**config.mk**
```make
export PLATFORM = sky130hd
export DESIGN_NAME = rscd_ring_check
export DESIGN_NICKNAME = d
export VERILOG_FILES = /design/src/verilog/rscd_pkg.sv /design/src/verilog/rscd_check_gen.sv /design/src/verilog/rscd_syndrome_class.sv /design/src/verilog/rscd_ring_check.sv
export SDC_FILE = /design/constraint.sdc
export NUM_CORES = 1
export LEC_CHECK = 0
export ABC_AREA = 1
export BUFFER_PORTS_ARGS = -buffer_cell sky130_fd_sc_hd__buf_2
export CAP_MARGIN = 15
export CELL_PAD_IN_SITES_DETAIL_PLACEMENT = 1
export CELL_PAD_IN_SITES_GLOBAL_PLACEMENT = 2
export CORE_MARGIN = 4
export CORE_UTILIZATION = 27
export CTS_CLUSTER_DIAMETER = 120
export CTS_CLUSTER_SIZE = 28
export DETAILED_ROUTE_END_ITERATION = 10
export PLACE_DENSITY = 0.91
export SLEW_MARGIN = 20
export SYNTH_ARGS = -nofsm -noshare
export SYNTH_HDL_FRONTEND = slang
export SYNTH_HIERARCHICAL = 1
export SYNTH_SLANG_ARGS = --single-unit
```
**constraint.sdc**
```tcl
create_clock -name clk_sys -period 3.3 [get_ports clk_sys]
set_input_delay 0.66 -clock clk_sys [delete_from_list [all_inputs] [get_ports clk_sys]]
set_output_delay 0.66 -clock clk_sys [all_outputs]
set_load 0.02 [all_outputs]
```
**src/verilog/rscd_pkg.sv**
```systemverilog
// package: shared constants and types for the ring symbol check and diagnostics block
package rscd_pkg;

  localparam int DATA_W = 35;
  localparam int CHECK_W = 7;
  localparam int SYM_W = 32;
  localparam int NIB_W = 4;
  localparam int ID_W = 4;

  // diagnostics word field positions
  localparam int DIAG_NODE_ID_LSB = 0;
  localparam int DIAG_MAX_ID_LSB = 4;
  localparam int DIAG_ERR_LSB = 8;
  localparam int DIAG_SYN_LSB = 12;
  localparam int DIAG_SYN_MSB = 18;

  // error status bits
  localparam int ERR_CHECK_BIT = 0;
  localparam int ERR_ABORT_SYM_BIT = 1;
  localparam int ERR_SEQ_BIT = 2;
  localparam int ERR_ADDR_BIT = 3;

  // reset values
  localparam logic [31:0] RX_CAPTURE_RST = 32'h0000_0000;
  localparam logic [3:0] ERR_RST = 4'h0;
  localparam logic [6:0] SYN_RST = 7'h00;

  // nibble select: top bit picks the diagnostics word
  localparam int SEL_DIAG_BIT = 3;

  typedef enum logic [2:0] {
    RSCD_NO_ERROR,
    RSCD_DOUBLE,
    RSCD_SINGLE_CHECK,
    RSCD_SINGLE_DATA,
    RSCD_SINGLE_TOP
  } rscd_class_t;

endpackage : rscd_pkg

```
**src/verilog/rscd_check_gen.sv**
```systemverilog
// check field generator over the 35-bit protected word
module rscd_check_gen #(
  parameter int DATA_W = 35
) (
  input wire logic [DATA_W-1:0] data_in,
  output logic [6:0] check_out
);

  // column n (1..35) of the code carries the 6-bit number n in check bits 0..5,
  // so a single data error makes the low syndrome equal to its position number
  logic [5:0] low_check;

  always_comb begin
    low_check = 6'h00;
    for (int n = 1; n <= DATA_W; n++) begin
      if (data_in[n-1]) begin
        low_check = low_check ^ 6'(n);
      end
    end
  end

  // overall parity over all data and check bits 0..5 gives double detection
  assign check_out = {(^data_in) ^ (^low_check), low_check};

endmodule : rscd_check_gen

```
**src/verilog/rscd_syndrome_class.sv**
```systemverilog
// syndrome classifier for the modified hamming code
module rscd_syndrome_class (
  input wire logic [6:0] syndrome,
  output rscd_pkg::rscd_class_t err_class,
  output logic [5:0] err_position
);

  logic low_nonzero;
  logic low_onehot;

  assign low_nonzero = |syndrome[5:0];
  assign low_onehot = low_nonzero && ((syndrome[5:0] & (syndrome[5:0] - 6'h01)) == 6'h00);

  always_comb begin
    err_position = 6'h00;
    if (!low_nonzero && !syndrome[6]) begin
      err_class = rscd_pkg::RSCD_NO_ERROR;
    end else if (low_nonzero && !syndrome[6]) begin
      err_class = rscd_pkg::RSCD_DOUBLE;
    end else if (low_onehot) begin
      err_class = rscd_pkg::RSCD_SINGLE_CHECK;
      err_position = syndrome[5:0];
    end else if (low_nonzero) begin
      err_class = rscd_pkg::RSCD_SINGLE_DATA;
      err_position = syndrome[5:0];
    end else begin
      err_class = rscd_pkg::RSCD_SINGLE_TOP;
    end
  end

endmodule : rscd_syndrome_class

```
**src/verilog/rscd_ring_check.sv**
```systemverilog
// ring node symbol check, abort logging and nibble diagnostic readout
// Notes on behaviour
// - hold last client receive symbol, read-only
// - nibble select picks symbol or diagnostics nibble
// - seven check bits, double errors detected
// - syndrome is received xor regenerated check field
// - low check bits xor subsets; top is total
// - every downstream symbol gets a correct check field
// - every upstream symbol goes through the checker
// - check field never on client ports
// - abort pin on bad address or sequence
// - aborting symbol still travels on to target
// - only first abort logged until ring reset
// - zero syndrome means no error
// - low bits set, top clear: double error
// - low bits set, top set: single error
// - one low bit set: that check bit wrong
// - several low bits: data bit position number
// - low bits zero, top set: check bit six
// - check error: log and abort pin, no symbol
// - address or sequence aborts without a check error emit an abort symbol downstream
// - generator logs cause, others log abort symbol
module rscd_ring_check #(
  parameter int DATA_W = 35,
  parameter int ID_W = 4
) (
  input wire logic clk_sys,
  input wire logic srst,
  // upstream ring port
  input wire logic up_valid,
  input wire logic [DATA_W-1:0] up_data,
  input wire logic [6:0] up_check,
  input wire logic up_is_abort_sym,
  input wire logic up_seq_error,
  input wire logic [ID_W-1:0] up_target_id,
  // node identity and ring size
  input wire logic [ID_W-1:0] node_id,
  input wire logic [ID_W-1:0] max_id,
  // downstream ring port, fed by node core
  input wire logic dn_valid_in,
  input wire logic [DATA_W-1:0] dn_data_in,
  output logic dn_valid,
  output logic [DATA_W-1:0] dn_data,
  output logic [6:0] dn_check,
  output logic dn_abort_sym,
  // client receive port
  output logic rx_valid,
  output logic [31:0] rx_symbol,
  // diagnostic readout
  input wire logic [3:0] nibble_select,
  output logic [3:0] nibble_out,
  output logic abort_pin,
  output rscd_pkg::rscd_class_t err_class
);

  ////////////////////////////////////////////////////////////////////////////
  // check generation on both ports

  logic [6:0] up_gen_check;
  logic [6:0] regenerated_check_field;
  logic [6:0] dn_gen_check;
  logic [6:0] syndrome_word;
  rscd_pkg::rscd_class_t class_now;
  logic [5:0] err_position;
  logic check_err;
  logic addr_err;
  logic abort_now;
  logic abort_cause_local;

  rscd_check_gen #(.DATA_W(DATA_W)) u_up_gen (
    .data_in(up_data),
    .check_out(up_gen_check)
  );

  // top bit re-taken over the received low check bits, so a lone flipped
  // check bit still shows as a single error instead of a double
  assign regenerated_check_field = {up_gen_check[6] ^ (^up_gen_check[5:0]) ^ (^up_check[5:0]),
                                    up_gen_check[5:0]};

  rscd_check_gen #(.DATA_W(DATA_W)) u_dn_gen (
    .data_in(dn_data_in),
    .check_out(dn_gen_check)
  );

  assign syndrome_word = up_check ^ regenerated_check_field;

  rscd_syndrome_class u_class (
    .syndrome(syndrome_word),
    .err_class(class_now),
    .err_position(err_position)
  );

  assign check_err = up_valid && (syndrome_word != 7'h00);
  assign addr_err = up_valid && (up_target_id > max_id);
  assign abort_cause_local = addr_err || (up_valid && up_seq_error);
  assign abort_now = check_err || abort_cause_local || (up_valid && up_is_abort_sym);

  ////////////////////////////////////////////////////////////////////////////
  // downstream port: forward, attach check field, add abort symbol

  logic dn_valid_reg;
  logic [DATA_W-1:0] dn_data_reg;
  logic [6:0] dn_check_reg;
  logic dn_abort_reg;

  always_ff @(posedge clk_sys) begin
    if (srst) begin
      dn_valid_reg <= 1'b0;
      dn_data_reg <= '0;
      dn_check_reg <= 7'h00;
    end else begin
      dn_valid_reg <= dn_valid_in; // core keeps forwarding the faulty symbol
      dn_data_reg <= dn_data_in;
      dn_check_reg <= dn_gen_check;
    end
  end

  // abort symbol only for address or sequence faults; a check fault stays local
  always_ff @(posedge clk_sys) begin
    if (srst) begin
      dn_abort_reg <= 1'b0;
    end else begin
      dn_abort_reg <= abort_cause_local && !check_err;
    end
  end

  assign dn_valid = dn_valid_reg;
  assign dn_data = dn_data_reg;
  assign dn_check = dn_check_reg;
  assign dn_abort_sym = dn_abort_reg;

  ////////////////////////////////////////////////////////////////////////////
  // client receive capture; check field stripped here

  logic [31:0] rx_capture_reg;
  logic rx_valid_reg;

  always_ff @(posedge clk_sys) begin
    if (srst) begin
      rx_capture_reg <= rscd_pkg::RX_CAPTURE_RST;
      rx_valid_reg <= 1'b0;
    end else begin
      rx_valid_reg <= up_valid && (up_target_id == node_id);
      if (up_valid && (up_target_id == node_id)) begin
        rx_capture_reg <= up_data[31:0];
      end
    end
  end

  assign rx_valid = rx_valid_reg;
  assign rx_symbol = rx_capture_reg;

  ////////////////////////////////////////////////////////////////////////////
  // first-abort log; system must reset the ring to rearm it

  logic logged_reg;
  logic [3:0] err_status_reg;
  logic [6:0] syndrome_reg;
  logic abort_reg;
  rscd_pkg::rscd_class_t class_reg;

  always_ff @(posedge clk_sys) begin
    if (srst) begin
      logged_reg <= 1'b0;
      err_status_reg <= rscd_pkg::ERR_RST;
      syndrome_reg <= rscd_pkg::SYN_RST;
      class_reg <= rscd_pkg::RSCD_NO_ERROR;
    end else if (abort_now && !logged_reg) begin
      logged_reg <= 1'b1;
      syndrome_reg <= syndrome_word;
      class_reg <= class_now;
      // a node seeing its own cause logs that cause; others log the symbol
      err_status_reg[rscd_pkg::ERR_CHECK_BIT] <= check_err;
      err_status_reg[rscd_pkg::ERR_ABORT_SYM_BIT] <=
        up_valid && up_is_abort_sym && !check_err && !abort_cause_local;
      err_status_reg[rscd_pkg::ERR_SEQ_BIT] <= up_valid && up_seq_error;
      err_status_reg[rscd_pkg::ERR_ADDR_BIT] <= addr_err;
    end
  end

  // pin stays up until ring reset; a returning abort symbol has no extra effect
  always_ff @(posedge clk_sys) begin
    if (srst) begin
      abort_reg <= 1'b0;
    end else if (check_err || abort_cause_local) begin
      abort_reg <= 1'b1;
    end
  end

  assign abort_pin = abort_reg;
  assign err_class = class_reg;

  ////////////////////////////////////////////////////////////////////////////
  // nibble readout

  logic [31:0] diag_word;
  logic [3:0] nibble_reg;

  always_comb begin
    diag_word = 32'h0000_0000;
    diag_word[rscd_pkg::DIAG_NODE_ID_LSB +: 4] = 4'(node_id);
    diag_word[rscd_pkg::DIAG_MAX_ID_LSB +: 4] = 4'(max_id);
    diag_word[rscd_pkg::DIAG_ERR_LSB +: 4] = err_status_reg;
    diag_word[rscd_pkg::DIAG_SYN_MSB:rscd_pkg::DIAG_SYN_LSB] = syndrome_reg;
  end

  // registered so the client sees a stable nibble one cycle after select
  always_ff @(posedge clk_sys) begin
    if (srst) begin
      nibble_reg <= 4'h0;
    end else if (nibble_select[rscd_pkg::SEL_DIAG_BIT]) begin
      nibble_reg <= diag_word[{nibble_select[2:0], 2'b00} +: 4];
    end else begin
      nibble_reg <= rx_capture_reg[{nibble_select[2:0], 2'b00} +: 4];
    end
  end

  assign nibble_out = nibble_reg;
endmodule : rscd_ring_check

```
# Word level (Yosys, flattened, before mapping)
# Index checks and enable logic that the tools add are counted.
# totals
reg_bits	97
inputBits	99
output_inout_bits	85
elab_cells	194
# classes
add_sub_neg	1
magnitude_cmp	1
eq_ne	1
n_shift	2
n_mux	75
bitwise	74
n_reduce_logical	28
# op_table
op	n
5-bit two-way mux	32
35-bit parity	2
4-bit two-way mux	17
3-bit inverter	22
32-bit by 6-bit indexed part select with 4-bit output	2
6-bit two-way mux	8
2-bit inverter	24
4-bit inverter	10
3-bit two-way mux	12
6-bit parity	3
1-bit logical AND	12
1-bit inverter (first input constant)	10
5-bit inverter	2
2-bit two-way mux	4
7-bit nonzero test	1
7-bit bitwise XOR	1
6-bit AND	1
6-bit zero test	1
6-bit OR reduction	1
6-bit by 1-bit subtractor with 6-bit output (second input constant)	1
1-bit zero test	5
4-bit equality test	1
4-bit greater-than comparator	1
1-bit bitwise XOR	4
2 further kinds	5

# Logic depth before layout (Yosys ltp)
# logic_depth
word_depth	76
ltp_mapped	36
depth_no_buf	36

# By module
# The synthesis kept the hierarchy.
# by_module_without_submodules
module	n_inst	cells_each	area_per_inst_um2	seq_area_each_um2
rscd_ring_check	1	534	4068.9	1941.9
rscd_check_gen	2	373	1616.6	0.0
rscd_syndrome_class	1	36	151.4	0.0

# Worst setup path before layout
# Ideal clock, no wire load.
# synth_path
path_kind	input-to-reg
from	input port up_data[14]
to	register logged_reg
setup_time_ps	115
arrival_time_ps	2921
t_required_ps	3185
slack_ps	263
path_stages	27
n_path_buf	2
path_cell_list	buf_4 -> xnor2_1 -> xnor2_1 -> nand3_1 -> nand2_1 -> nand2_1 -> nand2_2 -> inv_2 -> nand2_1 -> nand2_1 -> nand2_1 -> nand3_1 -> nand2_1 -> inv_1 -> xnor2_1 -> nand3_1 -> nand2_1 -> nand2_1 -> nand2_1 -> nand2_1 -> nand2_2 -> nand2_2 -> nand2_4 -> nand3_4 -> buf_6 -> o21ai_0 -> inv_1
# synth_via
elab_chain_len	41
elab_cells_between_ends	50
cone_classes	21 x mux; 22 x bitwise; 7 x reduce/logical
# synth_lines
item	line	source
start, declared	rscd_ring_check.sv:31	input wire logic [DATA_W-1:0] up_data,
4-bit two-way mux	rscd_check_gen.sv:16	if (data_in[n-1]) begin
5-bit two-way mux	rscd_check_gen.sv:16	
2-bit inverter (no line) / 5-bit two-way mux (equally long branches)	--	
5-bit two-way mux / 2-bit inverter (equally long branches)	--	
5-bit two-way mux	rscd_check_gen.sv:16	
3-bit inverter (no line)	--	
5-bit two-way mux (2 in a row)	rscd_check_gen.sv:16	
3-bit inverter (no line) / 5-bit two-way mux (equally long branches)	--	
(+23 left out)	--	
1-bit bitwise XOR (*)	rscd_check_gen.sv:23	assign check_out = {(^data_in) ^ (^low_check), low_check};
net up_gen_check[6]	rscd_ring_check.sv:59	logic [6:0] up_gen_check;
1-bit bitwise XOR (*) (2 in a row)	rscd_ring_check.sv:77	assign regenerated_check_field = {up_gen_check[6] ^ (^up_gen_check[5:0]) ^ (^up_check[5:0]),
7-bit bitwise XOR (*)	rscd_ring_check.sv:85	assign syndrome_word = up_check ^ regenerated_check_field;
7-bit nonzero test (*)	rscd_ring_check.sv:93	assign check_err = up_valid && (syndrome_word != 7'h00);
1-bit logical AND (*)	rscd_ring_check.sv:93	
1-bit logical OR (*) (2 in a row)	rscd_ring_check.sv:96	assign abort_now = check_err || abort_cause_local || (up_valid && up_is_abort_sym);
1-bit logical AND (*)	rscd_ring_check.sv:168	end else if (abort_now && !logged_reg) begin
end signal, assigned	rscd_ring_check.sv:164	logged_reg <= 1'b0;
end signal, assigned	rscd_ring_check.sv:169	logged_reg <= 1'b1;
end, declared	rscd_ring_check.sv:156	logic logged_reg;
# The timed path passes the listed nets; every way through them passes the cells marked *.
# A chain may end at the register's enable or synchronous reset.

# Worst setup path after layout
# layout_path
from	input port up_data[6]
to	register syndrome_reg[6]
# layout_via
elab_chain_len	53
elab_cells_between_ends	64
cone_classes	29 x mux; 28 x bitwise; 7 x reduce/logical
# layout_lines
item	line	source
3-bit two-way mux (*)	rscd_check_gen.sv:16	
4-bit two-way mux (*)	rscd_check_gen.sv:16	
2-bit inverter (no line)	--	
4-bit two-way mux (*) (2 in a row)	rscd_check_gen.sv:16	
3-bit inverter (no line)	--	
4-bit two-way mux (*) (2 in a row)	rscd_check_gen.sv:16	
3-bit inverter (no line)	--	
4-bit two-way mux (*) (2 in a row)	rscd_check_gen.sv:16	
(+32 left out)	--	
net up_gen_check[0]	rscd_ring_check.sv:59	
6-bit parity	rscd_check_gen.sv:23, rscd_ring_check.sv:77	
1-bit bitwise XOR	rscd_check_gen.sv:23	
1-bit bitwise XOR (2 in a row)	rscd_ring_check.sv:77	
7-bit bitwise XOR (*)	rscd_ring_check.sv:85	
7-bit nonzero test	rscd_ring_check.sv:93	
1-bit logical AND	rscd_ring_check.sv:93	
1-bit logical OR (2 in a row)	rscd_ring_check.sv:96	
1-bit logical AND	rscd_ring_check.sv:168	
end signal, assigned	rscd_ring_check.sv:166	syndrome_reg <= rscd_pkg::SYN_RST;
end signal, assigned	rscd_ring_check.sv:170	syndrome_reg <= syndrome_word;
end, declared	rscd_ring_check.sv:158	logic [6:0] syndrome_reg;
# Marked as above.

==> results.json <==
{
  "dieArea_sq_mm": 0.03014,
  "rsz0062_at_grt": "yes",
  "grt_max_degree": 42,
  "end_kind": "flop",
  "cp.arrival_ps": 3440,
  "cp_common_cell": "nand2_2",
  "syn_inst": 1304,
  "drtPass1Iterations": 4,
  "finalHoldViolations": 0,
  "clkTransAtPathRegs_ps": 70,
  "core_area_sq_mm": 0.02695,
  "synthesis.area_sq_mm": 0.007406,
  "drc": 0,
  "skew_ps": 5.198,
  "reg2reg_depth": 4,
  "largest_register_ffs": 35,
  "initial_core_util_pct": 27.48,
  "power_leakage_nw": 5.783,
  "hold_class": "reg2reg",
  "drv_slew": 0,
  "vias_per_cell": 4.597,
  "setup_violations": 0,
  "num-nets-final": 1641,
  "switching_share_pct": 40.22,
  "worstPathRequired_ps": 3520,
  "cts.sinks": 97,
  "grt_pass1_wl_mm": 44.75,
  "hpwl_mm": 23.44,
  "worst_slew_pin_slew_ps": 647.8,
  "antenna_found_initial": 8,
  "place_worst_setup_slack_ps": -312.4,
  "cts_buffers": 9,
  "drtIter0Drc": 322,
  "grt_usage_pct": 18.08,
  "relSlewSlack_pct": 56.76,
  "setup_slack_ps": 86.29,
  "whs_ps": 478.9,
  "port_buffers": 183,
  "die_h_microns": 173.6,
  "intPower_mw": 2.749,
  "gp_congestion": 0.8646,
  "power.total_mw": 4.598,
  "crit-reg2reg-launch": "logged_reg",
  "worstHoldEndpoint": "syndrome_reg[4]",
  "r2r_end": "syndrome_reg[0]",
  "synthesis.nets": 1407,
  "crit_path_max_incr_delay_ps": 200,
  "dp_cells": 1859,
  "tns_ps": 0,
  "cts_max_level": 3,
  "clock_power_share_pct": 25.2,
  "period_minus_slack_ps": 3214,
  "regToRegSetupSlack_ps": 1780,
  "grt-ovfl-total": 0,
  "grt_pass1_vias": 8658,
  "hold_path_depth": 2,
  "rows": 60,
  "clkLatencyLatePin_ps": 350,
  "instances_no_fill": 1885,
  "yosys_warnings": 6,
  "powerDensity_mw_per_mm2": 452.4,
  "status": "complete, no violations",
  "vdd_drop_max_mv": 0.2125,
  "max_freq_mhz": 311.2,
  "worstHoldStart": "syndrome_reg[4]",
  "syn_to_final_growth_pct": 37.25,
  "seqPwrFrac_pct": 28.3,
  "drive_gt1_share_pct": 32.34,
  "critical_path_class": "in2reg",
  "drt_wl_total_mm": 28.59,
  "ant_nets": 0,
  "vias": 8666,
  "cts-root-buf": "clkbuf_16",
  "top_level_ports": 184,
  "maxCapViolCount": 0,
  "comb_power_share_pct": 46.5,
  "cts_tree": "done",
  "start_kind": "input pin",
  "wl_per_cell_microns": 15.17,
  "cp_max_fo": 6,
  "power.switching_mw": 1.849,
  "die_w_microns": 173.6,
  "syn_avg_cell_area_sq_um": 5.679,
  "period_share_pct": 97.39,
  "critPathSlowestCell": "clkbuf_16",
  "clock_path_buffers": 2
}
## repair_timing
item | 4_1_cts | 5_1_grt
hold buffers | 0 | 0
buffers inserted | 0 | 8
resized for setup | 0 | 235
setup endpoints to repair | 0 | 17
## per-layer routing
| metal | up-vias | GRT usage, % | routed length (microns) |
|---|---|---|---|
| met3 | 33 | 4.602 | 1487 |
| li1 | 4413 | - | - |
| met4 | 14 | 3.530 | 384 |
| met5 | - | 0 | 91 |
| met2 | 136 | 31.90 | 14140 |
| met1 | 4070 | 22.43 | 12490 |
## power groups by stage
| stage | Combinational [mW] | Sequential (mW) | Clock (mW) |
|---|---|---|---|
| 2_1_floorplan | 1.16 | 1.40 | 0 |
| 3_3_place_gp | 1.82 | 1.33 | 0 |
| 3_5_place_dp | 1.88 | 1.33 | 0 |
| 4_1_cts | 1.90 | 1.30 | 1.18 |
| 5_1_grt | 2.41 | 1.31 | 1.23 |
| 6_report | 2.14 | 1.30 | 1.16 |
## per-stage QoR
step | util [%] | area [sq um]
final | 37.72 | 10160
after global routing | 37.72 | 10160
after CTS | 34.98 | 9427
after detailed placement | 33.79 | 9107
after global placement | 33.79 | 9107
after floorplan | - | 7406
## critical path, delay by kind of cell
kind | cells | cell delay (ps)
AND/OR/NAND/NOR | 24 | 1790
buffers and inverters | 7 | 770
XOR/XNOR | 1 | 130
AO/OA/AOI/OAI | 1 | 80
## layout by cell type, fill, tap and decap left out, types with 3 or more instances in the layout
| cell type | instances |
|---|---|
| nand2_1 | 428 |
| inv_1 | 171 |
| buf_2 | 158 |
| nand2_2 | 101 |
| dfxtp_1 | 97 |
| nor2_1 | 88 |
| nand3_1 | 88 |
| buf_4 | 75 |
| a21oi_1 | 54 |
| inv_2 | 50 |
| o21ai_0 | 41 |
| xor2_1 | 27 |
| xnor2_1 | 21 |
| nand3_2 | 18 |
| buf_6 | 16 |
| nand2_4 | 11 |
| a21oi_2 | 11 |
| clkbuf_16 | 10 |
| nor2_2 | 10 |
| xnor2_2 | 9 |
| o22ai_1 | 5 |
| buf_12 | 5 |
| inv_4 | 5 |
| clkinv_1 | 4 |
| ha_1 | 4 |
| a221oi_1 | 3 |
| xor2_2 | 3 |
## cell type report
type	instances	area (sq um)
antenna	1	2.502
clock buffer	10	229.0
clock inverter	6	90.09
fill	3580	16790
inverter	231	884.6
multi-input combinational	942	4908
sequential	97	1942
tap	341	426.7
timing repair buffer	257	1682
## worst max-delay path by stage
stage	startpoint	endpoint	slack (ps)	cells after the start
final	up_data[6]	syndrome_reg[6]	90	33
after global routing	up_data[10]	err_class[0]	-180	37
after CTS	up_data[13]	err_class[2]	30	32
after detailed placement	up_data[13]	err_status_reg[2]	-310	33
after global placement	up_data[2]	err_status_reg[3]	-210	30
after floorplan	up_data[14]	logged_reg	260	27
Power figures use the tool's default switching activity.
